## src/logic/spf_pkg.sv

```systemverilog
/*
  Shared constants, types and helpers of the serial port with line format
  and protocol selection. Assumes a 250 MHz system clock.
*/
package spf_pkg;
  localparam int unsigned CLK_HZ         = 250_000_000;
  localparam int unsigned IDLE_TIMEOUT_S = 10;
  localparam logic [31:0] IDLE_CYCLES    = 32'(64'(IDLE_TIMEOUT_S) * 64'(CLK_HZ));
  localparam int unsigned OVERSAMPLE     = 16;

  // Line format code fields and values after power-up
  localparam int         FMT_DATA7   = 7;
  localparam int         FMT_PAR_EN  = 6;
  localparam int         FMT_PAR_ODD = 5;
  localparam int         FMT_STOP2   = 4;
  localparam logic [7:0] FMT_RESET   = 8'h06;
  localparam logic [7:0] PORT_ONE    = 8'h01;

  // Protocol select codes
  localparam logic [2:0] SEL_AUTO   = 3'h0;
  localparam logic [2:0] SEL_NONE   = 3'h1;
  localparam logic [2:0] SEL_NATIVE = 3'h2;
  localparam logic [2:0] SEL_ASCII  = 3'h3;
  localparam logic [2:0] SEL_RTU    = 3'h4;
  localparam logic [2:0] SEL_VENDOR = 3'h5;

  // Frame start characters and integrity check constants
  localparam logic [7:0]  START_ASCII  = 8'h3A;
  localparam logic [7:0]  START_VENDOR = 8'h40;
  localparam logic [7:0]  START_NATIVE = 8'h2A;
  localparam logic [15:0] CRC_POLY     = 16'hA001;
  localparam logic [15:0] CRC_INIT     = 16'hFFFF;

  localparam int unsigned RXBUF_DEPTH = 256;

  // Register byte addresses
  localparam logic [7:0] ADDR_FORMAT = 8'h00;
  localparam logic [7:0] ADDR_PROTO  = 8'h04;
  localparam logic [7:0] ADDR_RXDATA = 8'h08;
  localparam logic [7:0] ADDR_RXSTAT = 8'h0C;
  localparam logic [7:0] ADDR_TX     = 8'h10;
  localparam logic [7:0] ADDR_CHECK  = 8'h14;
  localparam logic [1:0] RESP_OKAY   = 2'h0;
  localparam logic [1:0] RESP_DECERR = 2'h3;

  typedef enum logic [2:0] {
    MODE_AUTO   = 3'b000,
    MODE_NATIVE = 3'b001,
    MODE_ASCII  = 3'b011,
    MODE_RTU    = 3'b010,
    MODE_VENDOR = 3'b110,
    MODE_NONE   = 3'b111
  } spf_mode_e;

  typedef struct packed {
    logic data7;
    logic stop2;
    logic par_en;
    logic par_odd;
  } spf_frame_s;

  typedef struct packed {
    logic [7:0]  awaddr;
    logic        awvalid;
    logic [31:0] wdata;
    logic [3:0]  wstrb;
    logic        wvalid;
    logic        bready;
    logic [7:0]  araddr;
    logic        arvalid;
    logic        rready;
  } spf_axi_req_s;

  typedef struct packed {
    logic        awready;
    logic        wready;
    logic [1:0]  bresp;
    logic        bvalid;
    logic        arready;
    logic [31:0] rdata;
    logic [1:0]  rresp;
    logic        rvalid;
  } spf_axi_rsp_s;

  localparam int unsigned BAUD_TBL [16] = '{2400, 2400, 4800, 9600, 19200, 31250, 38400, 57600,
                                             100000, 115200, 230400, 110, 150, 300, 600, 1200};

  // Clock cycles per oversample tick, rounded to nearest
  function automatic logic [17:0] spf_divisor(input logic [3:0] code);
    int unsigned b;
    b = BAUD_TBL[code];
    return 18'((CLK_HZ + (OVERSAMPLE / 2) * b) / (OVERSAMPLE * b));
  endfunction
endpackage

```

## src/logic/spf_rx.sv

```systemverilog
/*
  Asynchronous character receiver, 16 ticks per bit.
  Assumes a clean, synchronised line level and a one-cycle tick pulse.
*/
`timescale 1ns/1ns
module spf_rx (
  // Clock and reset
  input  wire logic        clk,
  input  wire logic        srst,
  // Timing and line
  input  wire logic        tick,
  input  wire logic        rxd,
  input  spf_pkg::spf_frame_s cfg,
  // Received character
  output logic             valid,
  output logic [7:0]       data,
  output logic             perr,
  output logic             ferr
);
  typedef enum logic [2:0] {
    RX_IDLE = 3'b000, RX_START = 3'b001, RX_DATA = 3'b011, RX_PAR = 3'b010, RX_STOP = 3'b110
  } spf_rx_e;

  spf_rx_e    st_q;
  logic [3:0] cnt_q;
  logic [2:0] bit_q;
  logic [7:0] sh_q;
  logic       par_q;
  logic       fe_q;
  logic       stop_q;

  wire       mid   = tick && (cnt_q == 4'hF);
  wire [2:0] last  = cfg.data7 ? 3'h6 : 3'h7;
  wire [7:0] dword = cfg.data7 ? {1'b0, sh_q[7:1]} : sh_q;

  always_ff @(posedge clk) begin
    if (srst) begin
      st_q <= RX_IDLE;
      cnt_q <= 4'h0;
      bit_q <= 3'h0;
      sh_q <= 8'h00;
      par_q <= 1'b0;
      fe_q <= 1'b0;
      stop_q <= 1'b0;
      valid <= 1'b0;
      data <= 8'h00;
      perr <= 1'b0;
      ferr <= 1'b0;
    end else begin
      valid <= 1'b0;
      if (tick) begin
        cnt_q <= cnt_q + 4'h1;
      end
      unique case (st_q)
        RX_IDLE: begin
          cnt_q <= 4'h0;
          if (!rxd) begin
            st_q <= RX_START;
          end
        end
        RX_START: begin
          if (tick && cnt_q == 4'h7) begin
            cnt_q <= 4'h0;
            bit_q <= 3'h0;
            fe_q <= 1'b0;
            stop_q <= 1'b0;
            st_q <= rxd ? RX_IDLE : RX_DATA;
          end
        end
        RX_DATA: begin
          if (mid) begin
            sh_q <= {rxd, sh_q[7:1]};
            bit_q <= bit_q + 3'h1;
            if (bit_q == last) begin
              st_q <= cfg.par_en ? RX_PAR : RX_STOP;
            end
          end
        end
        RX_PAR: begin
          if (mid) begin
            par_q <= rxd;
            st_q <= RX_STOP;
          end
        end
        RX_STOP: begin
          if (mid) begin
            fe_q <= fe_q | !rxd;
            if (cfg.stop2 && !stop_q) begin
              stop_q <= 1'b1;
            end else begin
              valid <= 1'b1;
              data <= dword;
              perr <= cfg.par_en && ((^dword ^ par_q) != cfg.par_odd);
              ferr <= fe_q | !rxd;
              st_q <= RX_IDLE;
            end
          end
        end
        default: st_q <= RX_IDLE;
      endcase
    end
  end
endmodule

```

## src/logic/spf_top.sv

```systemverilog
/*
  Serial port with programmable line format and host protocol mode,
  reached over AXI4-Lite. Assumes a half-duplex bus transceiver on the
  pins, por high only on power-up, srst as the software reset.
*/
// Decided for this implementation: register access over AXI4-Lite and the register offsets.
`timescale 1ns/1ns
module spf_top #(
  parameter logic [31:0] IDLE_CYCLES = spf_pkg::IDLE_CYCLES
) (
  // Clock and resets
  input  wire logic           clk,
  input  wire logic           srst,
  input  wire logic           por,
  // Register bus
  input  spf_pkg::spf_axi_req_s axi_req,
  output spf_pkg::spf_axi_rsp_s axi_rsp,
  // Bus transceiver
  input  wire logic           rs485_rxd,
  output logic                rs485_txd,
  output logic                rs485_de,
  output logic                rs485_re_n,
  // Board strap
  input  wire logic           halt_jumper
);
  wire rst = srst | por;

  // Pin synchronisers: bit 1 jumper, bit 0 line
  logic [1:0] s1_q;
  logic [1:0] s2_q;
  logic [1:0] s3_q;
  logic       rxd_q;
  always_ff @(posedge clk) begin
    s1_q <= {halt_jumper, rs485_rxd};
    s2_q <= s1_q;
    s3_q <= s2_q;
  end
  always_ff @(posedge clk) begin
    if (rst) begin
      rxd_q <= 1'b1;
    end else if (s2_q[0] == s3_q[0]) begin
      rxd_q <= s3_q[0];
    end
  end

  // Jumper caught once, just after power-up
  logic cap_q;
  logic halt_q;
  always_ff @(posedge clk) begin
    if (por) begin
      cap_q <= 1'b1;
      halt_q <= 1'b0;
    end else if (cap_q) begin
      cap_q <= 1'b0;
      halt_q <= s2_q[1] & s3_q[1];
    end
  end

  // AXI4-Lite slave
  logic        aw_q;
  logic        w_q;
  logic        bvalid_q;
  logic        rvalid_q;
  logic [7:0]  awaddr_q;
  logic [31:0] wdata_q;
  logic [3:0]  wstrb_q;
  logic [1:0]  bresp_q;
  logic [1:0]  rresp_q;
  logic [31:0] rdata_q;

  assign axi_rsp.awready = !aw_q && !bvalid_q;
  assign axi_rsp.wready  = !w_q && !bvalid_q;
  assign axi_rsp.arready = !rvalid_q;
  assign axi_rsp.bvalid  = bvalid_q;
  assign axi_rsp.bresp   = bresp_q;
  assign axi_rsp.rvalid  = rvalid_q;
  assign axi_rsp.rresp   = rresp_q;
  assign axi_rsp.rdata   = rdata_q;

  wire aw_take = axi_req.awvalid && axi_rsp.awready;
  wire w_take  = axi_req.wvalid && axi_rsp.wready;
  wire ar_take = axi_req.arvalid && axi_rsp.arready;
  wire do_wr   = aw_q && w_q && !bvalid_q;

  wire wr_fmt   = do_wr && awaddr_q == spf_pkg::ADDR_FORMAT;
  wire wr_proto = do_wr && awaddr_q == spf_pkg::ADDR_PROTO;
  wire wr_stat  = do_wr && awaddr_q == spf_pkg::ADDR_RXSTAT;
  wire wr_tx    = do_wr && awaddr_q == spf_pkg::ADDR_TX;
  wire wr_check = do_wr && awaddr_q == spf_pkg::ADDR_CHECK;
  wire wr_hit   = wr_fmt | wr_proto | wr_stat | wr_tx | wr_check
                | (do_wr && awaddr_q == spf_pkg::ADDR_RXDATA);
  wire rd_data  = ar_take && axi_req.araddr == spf_pkg::ADDR_RXDATA;
  wire soft_ok  = !halt_q && !cap_q;

  // Line format, loaded with FMT_RESET only by power-up
  logic [7:0] fmt_q;
  wire fmt_ok = wr_fmt && (&wstrb_q[1:0]) && wdata_q[15:8] == spf_pkg::PORT_ONE && soft_ok;
  always_ff @(posedge clk) begin
    if (por) begin
      fmt_q <= spf_pkg::FMT_RESET;
    end else if (fmt_ok) begin
      fmt_q <= wdata_q[7:0];
    end
  end

  spf_pkg::spf_frame_s cfg;
  assign cfg = {fmt_q[spf_pkg::FMT_DATA7], fmt_q[spf_pkg::FMT_STOP2],
                fmt_q[spf_pkg::FMT_PAR_EN], fmt_q[spf_pkg::FMT_PAR_ODD]};

  // Oversample tick from the baud nibble
  logic [17:0] div_q;
  wire [17:0] div_top = spf_pkg::spf_divisor(fmt_q[3:0]);
  wire        tick    = div_q == 18'h0;
  always_ff @(posedge clk) begin
    if (rst || tick) begin
      div_q <= div_top - 18'h1;
    end else begin
      div_q <= div_q - 18'h1;
    end
  end

  // Character engines
  logic       rx_valid;
  logic [7:0] rx_data;
  logic       rx_perr;
  logic       rx_ferr;
  logic       tx_busy;
  logic       hold_q;
  logic [7:0] hold_data_q;
  wire        tx_start = hold_q && !tx_busy;

  spf_rx u_rx (
    .clk   (clk),
    .srst  (rst),
    .tick  (tick),
    .rxd   (rxd_q),
    .cfg   (cfg),
    .valid (rx_valid),
    .data  (rx_data),
    .perr  (rx_perr),
    .ferr  (rx_ferr)
  );

  spf_tx u_tx (
    .clk   (clk),
    .srst  (rst),
    .tick  (tick),
    .cfg   (cfg),
    .start (tx_start),
    .data  (hold_data_q),
    .busy  (tx_busy),
    .txd   (rs485_txd)
  );

  always_ff @(posedge clk) begin
    if (rst) begin
      hold_q <= 1'b0;
      hold_data_q <= 8'h00;
    end else if (wr_tx && wstrb_q[0] && !hold_q) begin
      hold_q <= 1'b1;
      hold_data_q <= wdata_q[7:0];
    end else if (tx_start) begin
      hold_q <= 1'b0;
    end
  end

  // Driver held across queued characters, dropped after last stop
  assign rs485_de   = tx_busy | hold_q;
  assign rs485_re_n = tx_busy | hold_q;

  // Receive ring: every byte stored, oldest overwritten
  logic [9:0] mem_q [spf_pkg::RXBUF_DEPTH];
  logic [7:0] wp_q;
  logic [7:0] rp_q;
  logic [8:0] cnt_q;
  logic       ovf_q;
  wire        full  = cnt_q == 9'(spf_pkg::RXBUF_DEPTH);
  wire        empty = cnt_q == 9'h0;
  wire        pop   = rd_data && !empty;
  always_ff @(posedge clk) begin
    if (rx_valid) begin
      mem_q[wp_q] <= {rx_ferr, rx_perr, rx_data};
    end
  end
  always_ff @(posedge clk) begin
    if (rst) begin
      wp_q <= 8'h00;
      rp_q <= 8'h00;
      cnt_q <= 9'h0;
      ovf_q <= 1'b0;
    end else begin
      if (rx_valid) begin
        wp_q <= wp_q + 8'h01;
      end
      if (pop || (rx_valid && full)) begin
        rp_q <= rp_q + 8'h01;
      end
      if (rx_valid && !pop && !full) begin
        cnt_q <= cnt_q + 9'h1;
      end else if (pop && !rx_valid) begin
        cnt_q <= cnt_q - 9'h1;
      end
      if (rx_valid && full && !pop) begin
        ovf_q <= 1'b1;
      end else if (wr_stat && wstrb_q[1] && wdata_q[9]) begin
        ovf_q <= 1'b0;
      end
    end
  end

  // Protocol mode
  spf_pkg::spf_mode_e mode_q;
  spf_pkg::spf_mode_e mode_d;
  spf_pkg::spf_mode_e cls;
  logic [2:0]  sel_q;
  logic [31:0] idle_q;
  logic        foreign_q;

  wire is_ascii  = rx_data == spf_pkg::START_ASCII;
  wire is_native = rx_data == spf_pkg::START_NATIVE;
  wire is_vendor = rx_data == spf_pkg::START_VENDOR;
  wire is_text   = is_ascii | is_native | is_vendor;
  wire rx_good   = rx_valid && !rx_perr && !rx_ferr;
  assign cls = is_ascii ? spf_pkg::MODE_ASCII : is_native ? spf_pkg::MODE_NATIVE
             : is_vendor ? spf_pkg::MODE_VENDOR : spf_pkg::MODE_RTU;

  wire text_q  = mode_q == spf_pkg::MODE_ASCII || mode_q == spf_pkg::MODE_NATIVE
              || mode_q == spf_pkg::MODE_VENDOR;
  wire own_q   = (mode_q == spf_pkg::MODE_ASCII && is_ascii) || (mode_q == spf_pkg::MODE_NATIVE && is_native)
              || (mode_q == spf_pkg::MODE_VENDOR && is_vendor);
  wire foreign = rx_valid && text_q && is_text && !own_q;
  wire locked  = sel_q == spf_pkg::SEL_AUTO && mode_q != spf_pkg::MODE_AUTO && mode_q != spf_pkg::MODE_NONE;
  wire idle_hit = locked && !rx_valid && idle_q == IDLE_CYCLES - 32'h1;

  always_comb begin
    mode_d = mode_q;
    unique case (sel_q)
      spf_pkg::SEL_NONE:   mode_d = spf_pkg::MODE_NONE;
      spf_pkg::SEL_NATIVE: mode_d = spf_pkg::MODE_NATIVE;
      spf_pkg::SEL_ASCII:  mode_d = spf_pkg::MODE_ASCII;
      spf_pkg::SEL_RTU:    mode_d = spf_pkg::MODE_RTU;
      spf_pkg::SEL_VENDOR: mode_d = spf_pkg::MODE_VENDOR;
      default: begin
        if (mode_q == spf_pkg::MODE_NONE) begin
          mode_d = spf_pkg::MODE_AUTO;
        end else if (mode_q == spf_pkg::MODE_AUTO && rx_good) begin
          mode_d = cls;
        end else if (idle_hit) begin
          mode_d = spf_pkg::MODE_AUTO;
        end
      end
    endcase
  end

  wire [2:0] sel_w = (wdata_q[2:0] > spf_pkg::SEL_VENDOR) ? spf_pkg::SEL_AUTO : wdata_q[2:0];
  always_ff @(posedge clk) begin
    if (rst) begin
      mode_q <= spf_pkg::MODE_AUTO;
      sel_q <= spf_pkg::SEL_AUTO;
      idle_q <= 32'h0;
      foreign_q <= 1'b0;
    end else begin
      mode_q <= mode_d;
      if (wr_proto && wstrb_q[0] && soft_ok) begin
        sel_q <= sel_w;
      end
      idle_q <= (!locked || rx_valid || idle_hit) ? 32'h0 : idle_q + 32'h1;
      if (foreign) begin
        foreign_q <= 1'b1;
      end else if (wr_proto && wstrb_q[1] && wdata_q[8]) begin
        foreign_q <= 1'b0;
      end
    end
  end

  // Integrity accumulators over bytes accepted by the active protocol
  function automatic logic [15:0] crc_step(input logic [15:0] c, input logic [7:0] b);
    logic [15:0] r;
    r = c ^ {8'h00, b};
    for (int i = 0; i < 8; i++) begin
      r = r[0] ? ((r >> 1) ^ spf_pkg::CRC_POLY) : (r >> 1);
    end
    return r;
  endfunction

  logic [15:0] crc_q;
  logic [7:0]  lrc_q;
  logic [7:0]  fcs_q;
  wire acc_en  = rx_valid && !foreign && mode_d != spf_pkg::MODE_AUTO && mode_d != spf_pkg::MODE_NONE;
  wire restart = acc_en && ((mode_d == spf_pkg::MODE_ASCII && is_ascii) || (mode_d == spf_pkg::MODE_NATIVE && is_native)
              || (mode_d == spf_pkg::MODE_VENDOR && is_vendor));
  wire [15:0] crc_base = restart ? spf_pkg::CRC_INIT : crc_q;
  wire [7:0]  lrc_base = restart ? 8'h00 : lrc_q;
  wire [7:0]  fcs_base = restart ? 8'h00 : fcs_q;
  always_ff @(posedge clk) begin
    if (rst || wr_check) begin
      crc_q <= spf_pkg::CRC_INIT;
      lrc_q <= 8'h00;
      fcs_q <= 8'h00;
    end else if (acc_en) begin
      crc_q <= crc_step(crc_base, rx_data);
      lrc_q <= lrc_base + rx_data;
      fcs_q <= fcs_base ^ rx_data;
    end
  end

  // Read selection
  wire [7:0]  ra     = axi_req.araddr;
  wire [31:0] rd_fmt = {23'h0, halt_q, fmt_q};
  wire [31:0] rd_pro = {23'h0, foreign_q, 1'b0, mode_q, 1'b0, sel_q};
  wire [31:0] rd_rxd = {21'h0, !empty, mem_q[rp_q]};
  wire [31:0] rd_sta = {22'h0, ovf_q, cnt_q};
  wire [31:0] rd_txs = {30'h0, hold_q, tx_busy};
  wire [31:0] rd_chk = {fcs_q, lrc_q, crc_q};
  wire rd_hit = ra == spf_pkg::ADDR_FORMAT || ra == spf_pkg::ADDR_PROTO || ra == spf_pkg::ADDR_RXDATA
             || ra == spf_pkg::ADDR_RXSTAT || ra == spf_pkg::ADDR_TX || ra == spf_pkg::ADDR_CHECK;
  wire [31:0] rd_mux = (ra == spf_pkg::ADDR_FORMAT) ? rd_fmt
                     : (ra == spf_pkg::ADDR_PROTO)  ? rd_pro
                     : (ra == spf_pkg::ADDR_RXDATA) ? rd_rxd
                     : (ra == spf_pkg::ADDR_RXSTAT) ? rd_sta
                     : (ra == spf_pkg::ADDR_TX)     ? rd_txs
                     : (ra == spf_pkg::ADDR_CHECK)  ? rd_chk : 32'h0;

  always_ff @(posedge clk) begin
    if (rst) begin
      aw_q <= 1'b0;
      w_q <= 1'b0;
      bvalid_q <= 1'b0;
      rvalid_q <= 1'b0;
      awaddr_q <= 8'h00;
      wdata_q <= 32'h0;
      wstrb_q <= 4'h0;
      bresp_q <= spf_pkg::RESP_OKAY;
      rresp_q <= spf_pkg::RESP_OKAY;
      rdata_q <= 32'h0;
    end else begin
      if (aw_take) begin
        aw_q <= 1'b1;
        awaddr_q <= axi_req.awaddr;
      end else if (do_wr) begin
        aw_q <= 1'b0;
      end
      if (w_take) begin
        w_q <= 1'b1;
        wdata_q <= axi_req.wdata;
        wstrb_q <= axi_req.wstrb;
      end else if (do_wr) begin
        w_q <= 1'b0;
      end
      if (do_wr) begin
        bvalid_q <= 1'b1;
        bresp_q <= wr_hit ? spf_pkg::RESP_OKAY : spf_pkg::RESP_DECERR;
      end else if (axi_req.bready) begin
        bvalid_q <= 1'b0;
      end
      if (ar_take) begin
        rvalid_q <= 1'b1;
        rdata_q <= rd_mux;
        rresp_q <= rd_hit ? spf_pkg::RESP_OKAY : spf_pkg::RESP_DECERR;
      end else if (axi_req.rready) begin
        rvalid_q <= 1'b0;
      end
    end
  end
endmodule

```

## src/logic/spf_tx.sv

```systemverilog
/*
  Asynchronous character transmitter, 16 ticks per bit.
  Assumes start is a one-cycle pulse given only while busy is low.
*/
`timescale 1ns/1ns
module spf_tx (
  // Clock and reset
  input  wire logic        clk,
  input  wire logic        srst,
  // Timing and format
  input  wire logic        tick,
  input  spf_pkg::spf_frame_s cfg,
  // Character in
  input  wire logic        start,
  input  wire logic [7:0]  data,
  output logic             busy,
  // Line
  output logic             txd
);
  logic [11:0] sh_q;
  logic [3:0]  n_q;
  logic [3:0]  cnt_q;
  logic [11:0] fr_d;
  logic [3:0]  len_d;

  wire [3:0] nd  = cfg.data7 ? 4'd7 : 4'd8;
  wire [7:0] msk = cfg.data7 ? 8'h7F : 8'hFF;
  wire       par = ^(data & msk) ^ cfg.par_odd;

  // Start, data LSB first, optional parity, stop bits
  always_comb begin
    fr_d = 12'hFFF;
    fr_d[0] = 1'b0;
    for (int i = 0; i < 8; i++) begin
      if (4'(i) < nd) fr_d[i + 1] = data[i];
    end
    if (cfg.par_en) fr_d[nd + 4'd1] = par;
    len_d = nd + 4'd2 + {3'h0, cfg.par_en} + {3'h0, cfg.stop2};
  end

  always_ff @(posedge clk) begin
    if (srst) begin
      busy <= 1'b0;
      txd <= 1'b1;
      sh_q <= 12'hFFF;
      n_q <= 4'h0;
      cnt_q <= 4'h0;
    end else if (!busy) begin
      if (start) begin
        busy <= 1'b1;
        txd <= fr_d[0];
        sh_q <= {1'b1, fr_d[11:1]};
        n_q <= len_d - 4'h1;
        cnt_q <= 4'h0;
      end
    end else if (tick) begin
      cnt_q <= cnt_q + 4'h1;
      if (cnt_q == 4'hF) begin
        if (n_q == 4'h0) begin
          busy <= 1'b0;
          txd <= 1'b1;
        end else begin
          txd <= sh_q[0];
          sh_q <= {1'b1, sh_q[11:1]};
          n_q <= n_q - 4'h1;
        end
      end
    end
  end
endmodule

```

## config.mk

```make
export PLATFORM = sky130hd
export DESIGN_NAME = spf_top
export DESIGN_NICKNAME = d
export VERILOG_FILES = /design/src/logic/spf_pkg.sv /design/src/logic/spf_rx.sv /design/src/logic/spf_top.sv /design/src/logic/spf_tx.sv
export SDC_FILE = /design/constraint.sdc
export NUM_CORES = 2
export LEC_CHECK = 0
export BUFFER_PORTS_ARGS = -buffer_cell sky130_fd_sc_hd__buf_2
export CAP_MARGIN = 20
export CORE_AREA = 2 2 570 572
export CTS_CLUSTER_SIZE = 40
export DETAILED_ROUTE_END_ITERATION = 10
export DIE_AREA = 0 0 572 574
export HOLD_SLACK_MARGIN = 0.05
export SETUP_SLACK_MARGIN = 0.4
export SLEW_MARGIN = 40
export SYNTH_ARGS = -nofsm -noshare
export SYNTH_HDL_FRONTEND = slang
export SYNTH_HIERARCHICAL = 1
export SYNTH_SLANG_ARGS = --single-unit
```

## constraint.sdc

```tcl
create_clock -name clk -period 71.9 [get_ports clk]
set_clock_uncertainty 0.05 [all_clocks]
set_input_delay 3.595 -clock clk [delete_from_list [all_inputs] [get_ports clk]]
set_output_delay 3.595 -clock clk [all_outputs]
set_load 0.005 [all_outputs]
```

==> results.sh <==
export IMPL_p_sw_frac=0.228
export IMPL_yosysMostFrequentCell="edfxtp_1"
export IMPL_p_per_area_nw_per_um2=24.5
export IMPL_wl_um=325000
export IMPL_first_pass_iters=5
export IMPL_clk_path_buf_depth=4
export IMPL_crit_path_max_fanout=14
export IMPL_num_vias=74400
export IMPL_fin_crit_ns=67.49
export IMPL_cts_tree="built"
export IMPL_cp_end_kind="flip-flop"
export IMPL_track_usage=0.195
export IMPL_core_area_um2=323000
export IMPL_min_delay_path_class="reg2reg"
export IMPL_die_w_um=572
export IMPL_p_sw_mw=0.823
export IMPL_max_stage_delay_ns=0.58
export IMPL_antenna_left=0
export IMPL_port_buffers=87
export IMPL_pre_cts_ws_ns=-0.310
export IMPL_ys_seq_area_frac=0.639
export IMPL_yosysTopAreaCell="edfxtp_1"
export IMPL_crit_type="reg2reg"
export IMPL_start_util=0.398
export IMPL_startpoint="fmt_q[1]"
export IMPL_cts_buffers=290
export IMPL_num_rows=209
export IMPL_synth_top_area_share=0.598
export IMPL_fin_nets=8844
export IMPL_grt_pass1_vias=73800
export IMPL_synth_xor_area_frac=0.0170
export IMPL_worst_r2r_endpoint="div_q[14]"
export IMPL_grt_max_degree=189
export IMPL_crit_path_end="div_q[14]"
export IMPL_p_clk_frac=0.399
export IMPL_synth_compound_area_frac=0.0637
export IMPL_status="finished, final reports clean"
export IMPL_clockRootBuffer="clkbuf_16"
export IMPL_cp_slowest_cell="or4_4"
export IMPL_area_delta_synth_final_pct=14.5
export IMPL_wl_per_cell_um=25.0
export IMPL_hpwl_um=208000
export IMPL_synth_top_family_by_area="multiplexers"
export IMPL_holdWs_ns=0.279
export IMPL_dieHeight_um=574
export IMPL_avgSynthCellArea_um2=16.1
export IMPL_drt_initial_drc_count=7113
export IMPL_antenna_found_initial=7
export IMPL_yosysUniqueCellTypes=140
export IMPL_syn_cell_area_um2=129000
export IMPL_routed_via_density=5.74
export IMPL_cts_sinks=2824
export IMPL_seqPwrFrac=0.489
export IMPL_p_int_mw=2.78
export IMPL_use_met2=0.307
export IMPL_grt_ovfl_total=0
export IMPL_max_freq_mhz=14.8
export IMPL_fin_area_um2=147000
export IMPL_cp_start_kind="flip-flop"
export IMPL_cp_required_ns=72.64
export IMPL_setup_viol=0
export IMPL_hold_violations=0
export IMPL_synth_common_cells="2560 x edfxtp_1, 850 x mux4_2, 692 x nor2_1"
export IMPL_synthAdderAreaFrac=0.0345
export IMPL_timing_rr_start="fmt_q[1]"
export IMPL_worstPathArrival_ns=68.23
export IMPL_worst_r2r_setup_slack_ns=4.41
export IMPL_drc=0
export IMPL_relSlewSlack=0.388
export IMPL_dieArea_um2=328000
export IMPL_grt_pass1_wl_um=483000
export IMPL_cp_common_cell="o21a_1"
export IMPL_gr_usage_met1=0.284
export IMPL_vdd_drop_max_uv=33.5
export IMPL_power_leakage_nw=50.8
export IMPL_yosys_warnings=6
export IMPL_cts_htree_levels=5
export IMPL_synth_edf_count=2560
export IMPL_max_cap_violations=0
export IMPL_postPlaceCellArea_um2=137000
export IMPL_fin_crit_sh=0.939
export IMPL_finalWorstSetupSlack_ns=4.41
export IMPL_synth_cells=7997
export IMPL_ys_ff_latch=2824
export IMPL_place_gp_congestion=0.866
export IMPL_grt_setup_unrepaired="false"
export IMPL_comb_power_share=0.112
export IMPL_clock_latency_ns=0.87
export IMPL_holdBufCountCts=0
export IMPL_async_flop_share=0
export IMPL_drive_above_1_share=0.278
export IMPL_synthMuxAreaShare=0.160
export IMPL_power_total_mw=3.61
export IMPL_path_clk_slew_ns=0.07
export IMPL_final_max_slew_viol_count=0
export IMPL_worst_pin_slew_ns=0.918
export IMPL_yosys_area_share_simple=0.0689
export IMPL_io_pin_count=106
export IMPL_gr_max_usage_layer="met2"
export IMPL_synth_ff_type="edfxtp_1"
export IMPL_synth_area_top_cells="edfxtp_1 60%, mux4_2 15%, dfxtp_1 4.1%"
export IMPL_reg2reg_depth=359
export IMPL_use_met3=0.0292
-- worst max-delay path: cells and delay by family (launching register included) --
family / cells / cell delay, ns
AO/OA/AOI/OAI: 224 / 40.22
AND/OR/NAND/NOR: 73 / 12.14
adder cells (fa/ha/maj): 27 / 8.21
buffers and inverters: 24 / 3.12
multiplexers: 9 / 2.57
XOR/XNOR: 2 / 0.61
flip-flops: 1 / 0.36
-- repair_timing --
action                                  in CTS  in global routing
resized for setup                           16                145
endpoints found under the setup margin      18                 18
buffers inserted                             4                 34
pin swaps                                    2                 49
hold endpoints to repair                     0                  0
-- power by group through the flow --
stage                     logic [mW]  clock network [mW]  registers, mW
final                          0.404                1.44           1.77
after global routing           0.445                1.52           1.77
after CTS                      0.387                1.46           1.77
after detailed placement       0.384                   0           1.80
after global placement         0.376                   0           1.80
after floorplan                0.240                   0           1.80
-- sequential cells by signal, summed over array words and instances (netlist names), 9 cells and up, named ones only --
register / count
wdata_q: 16
rdata_q: 32
div_q: 18
u_tx/sh_q: 9
crc_q: 16
cnt_q: 9
idle_q: 32
mem_q: 2560
-- kinds of logic (layout without fill, tap and decap cells) --
group                      count (synthesis)  count (layout)
xor gates and xnor gates                 241             241
DFF                                     2824            2824
AOI/OAI and AO/OA                       1171            1171
other                                      2              11
adders and majority gates                353             353
and+or+nand+nor                         1895            1895
muxes                                    986             986
buffers and inverters                    525            1167
-- worst min-delay path by stage --
stage / startpoint / end / slack [ns] / cells past startpoint
finish: s1_q[1] / s2_q[1] / 0.28 / 0
global route: s1_q[1] / s2_q[1] / 0.29 / 0
CTS: s1_q[1] / s2_q[1] / 0.28 / 0
detailed placement: s1_q[0] / s2_q[0] / 0.27 / 0
global placement: s1_q[0] / s2_q[0] / 0.27 / 0
floorplan: s1_q[0] / s2_q[0] / 0.26 / 0
-- stage by stage --
stage | utilization | TNS [ns] | cells
finish | 0.456 | 0 | 13000
global route | 0.456 | 0 | 13000
CTS | 0.453 | 0 | 12900
detailed placement | 0.425 | -0.769 | 12400
global placement | 0.422 | 0 | 12400
floorplan | - | 0 | 8002
-- per-layer routing --
layer | up-vias | share of wire | wire length [um]
met4 | 2 | 0.023 | 7450
li1 | 32900 | - | -
met3 | 441 | 0.068 | 22000
met5 | - | 0.000040 | 13
met1 | 38700 | 0.44 | 143000
met2 | 2447 | 0.47 | 152000
-- final cells by class --
cell class / instances / area, um2
repair buffers: 529 / 4260
clock buffers: 354 / 7660
flip-flops and latches: 2824 / 82200
multi-input cells: 4653 / 45900
clock inverters: 150 / 1240
well taps: 4325 / 5410
fillers: 27500 / 175000
diodes: 4 / 10.0
inverters: 134 / 514
-- cells in the final DEF (no fill, tap or decap), drive strengths merged, types with 142 or more instances in the layout --
master  netlist  routed
xnor2       142     142
edfxtp     2560    2560
nor2        700     700
o21a        183     183
clkbuf      258     354
nand2       460     460
ha          347     347
inv         132     142
a21oi       256     256
buf         133     529
dfxtp       264     264
nor3        226     226
mux4        850     850
o21ai       228     228
No activity file was read; power rests on OpenSTA's default activity.
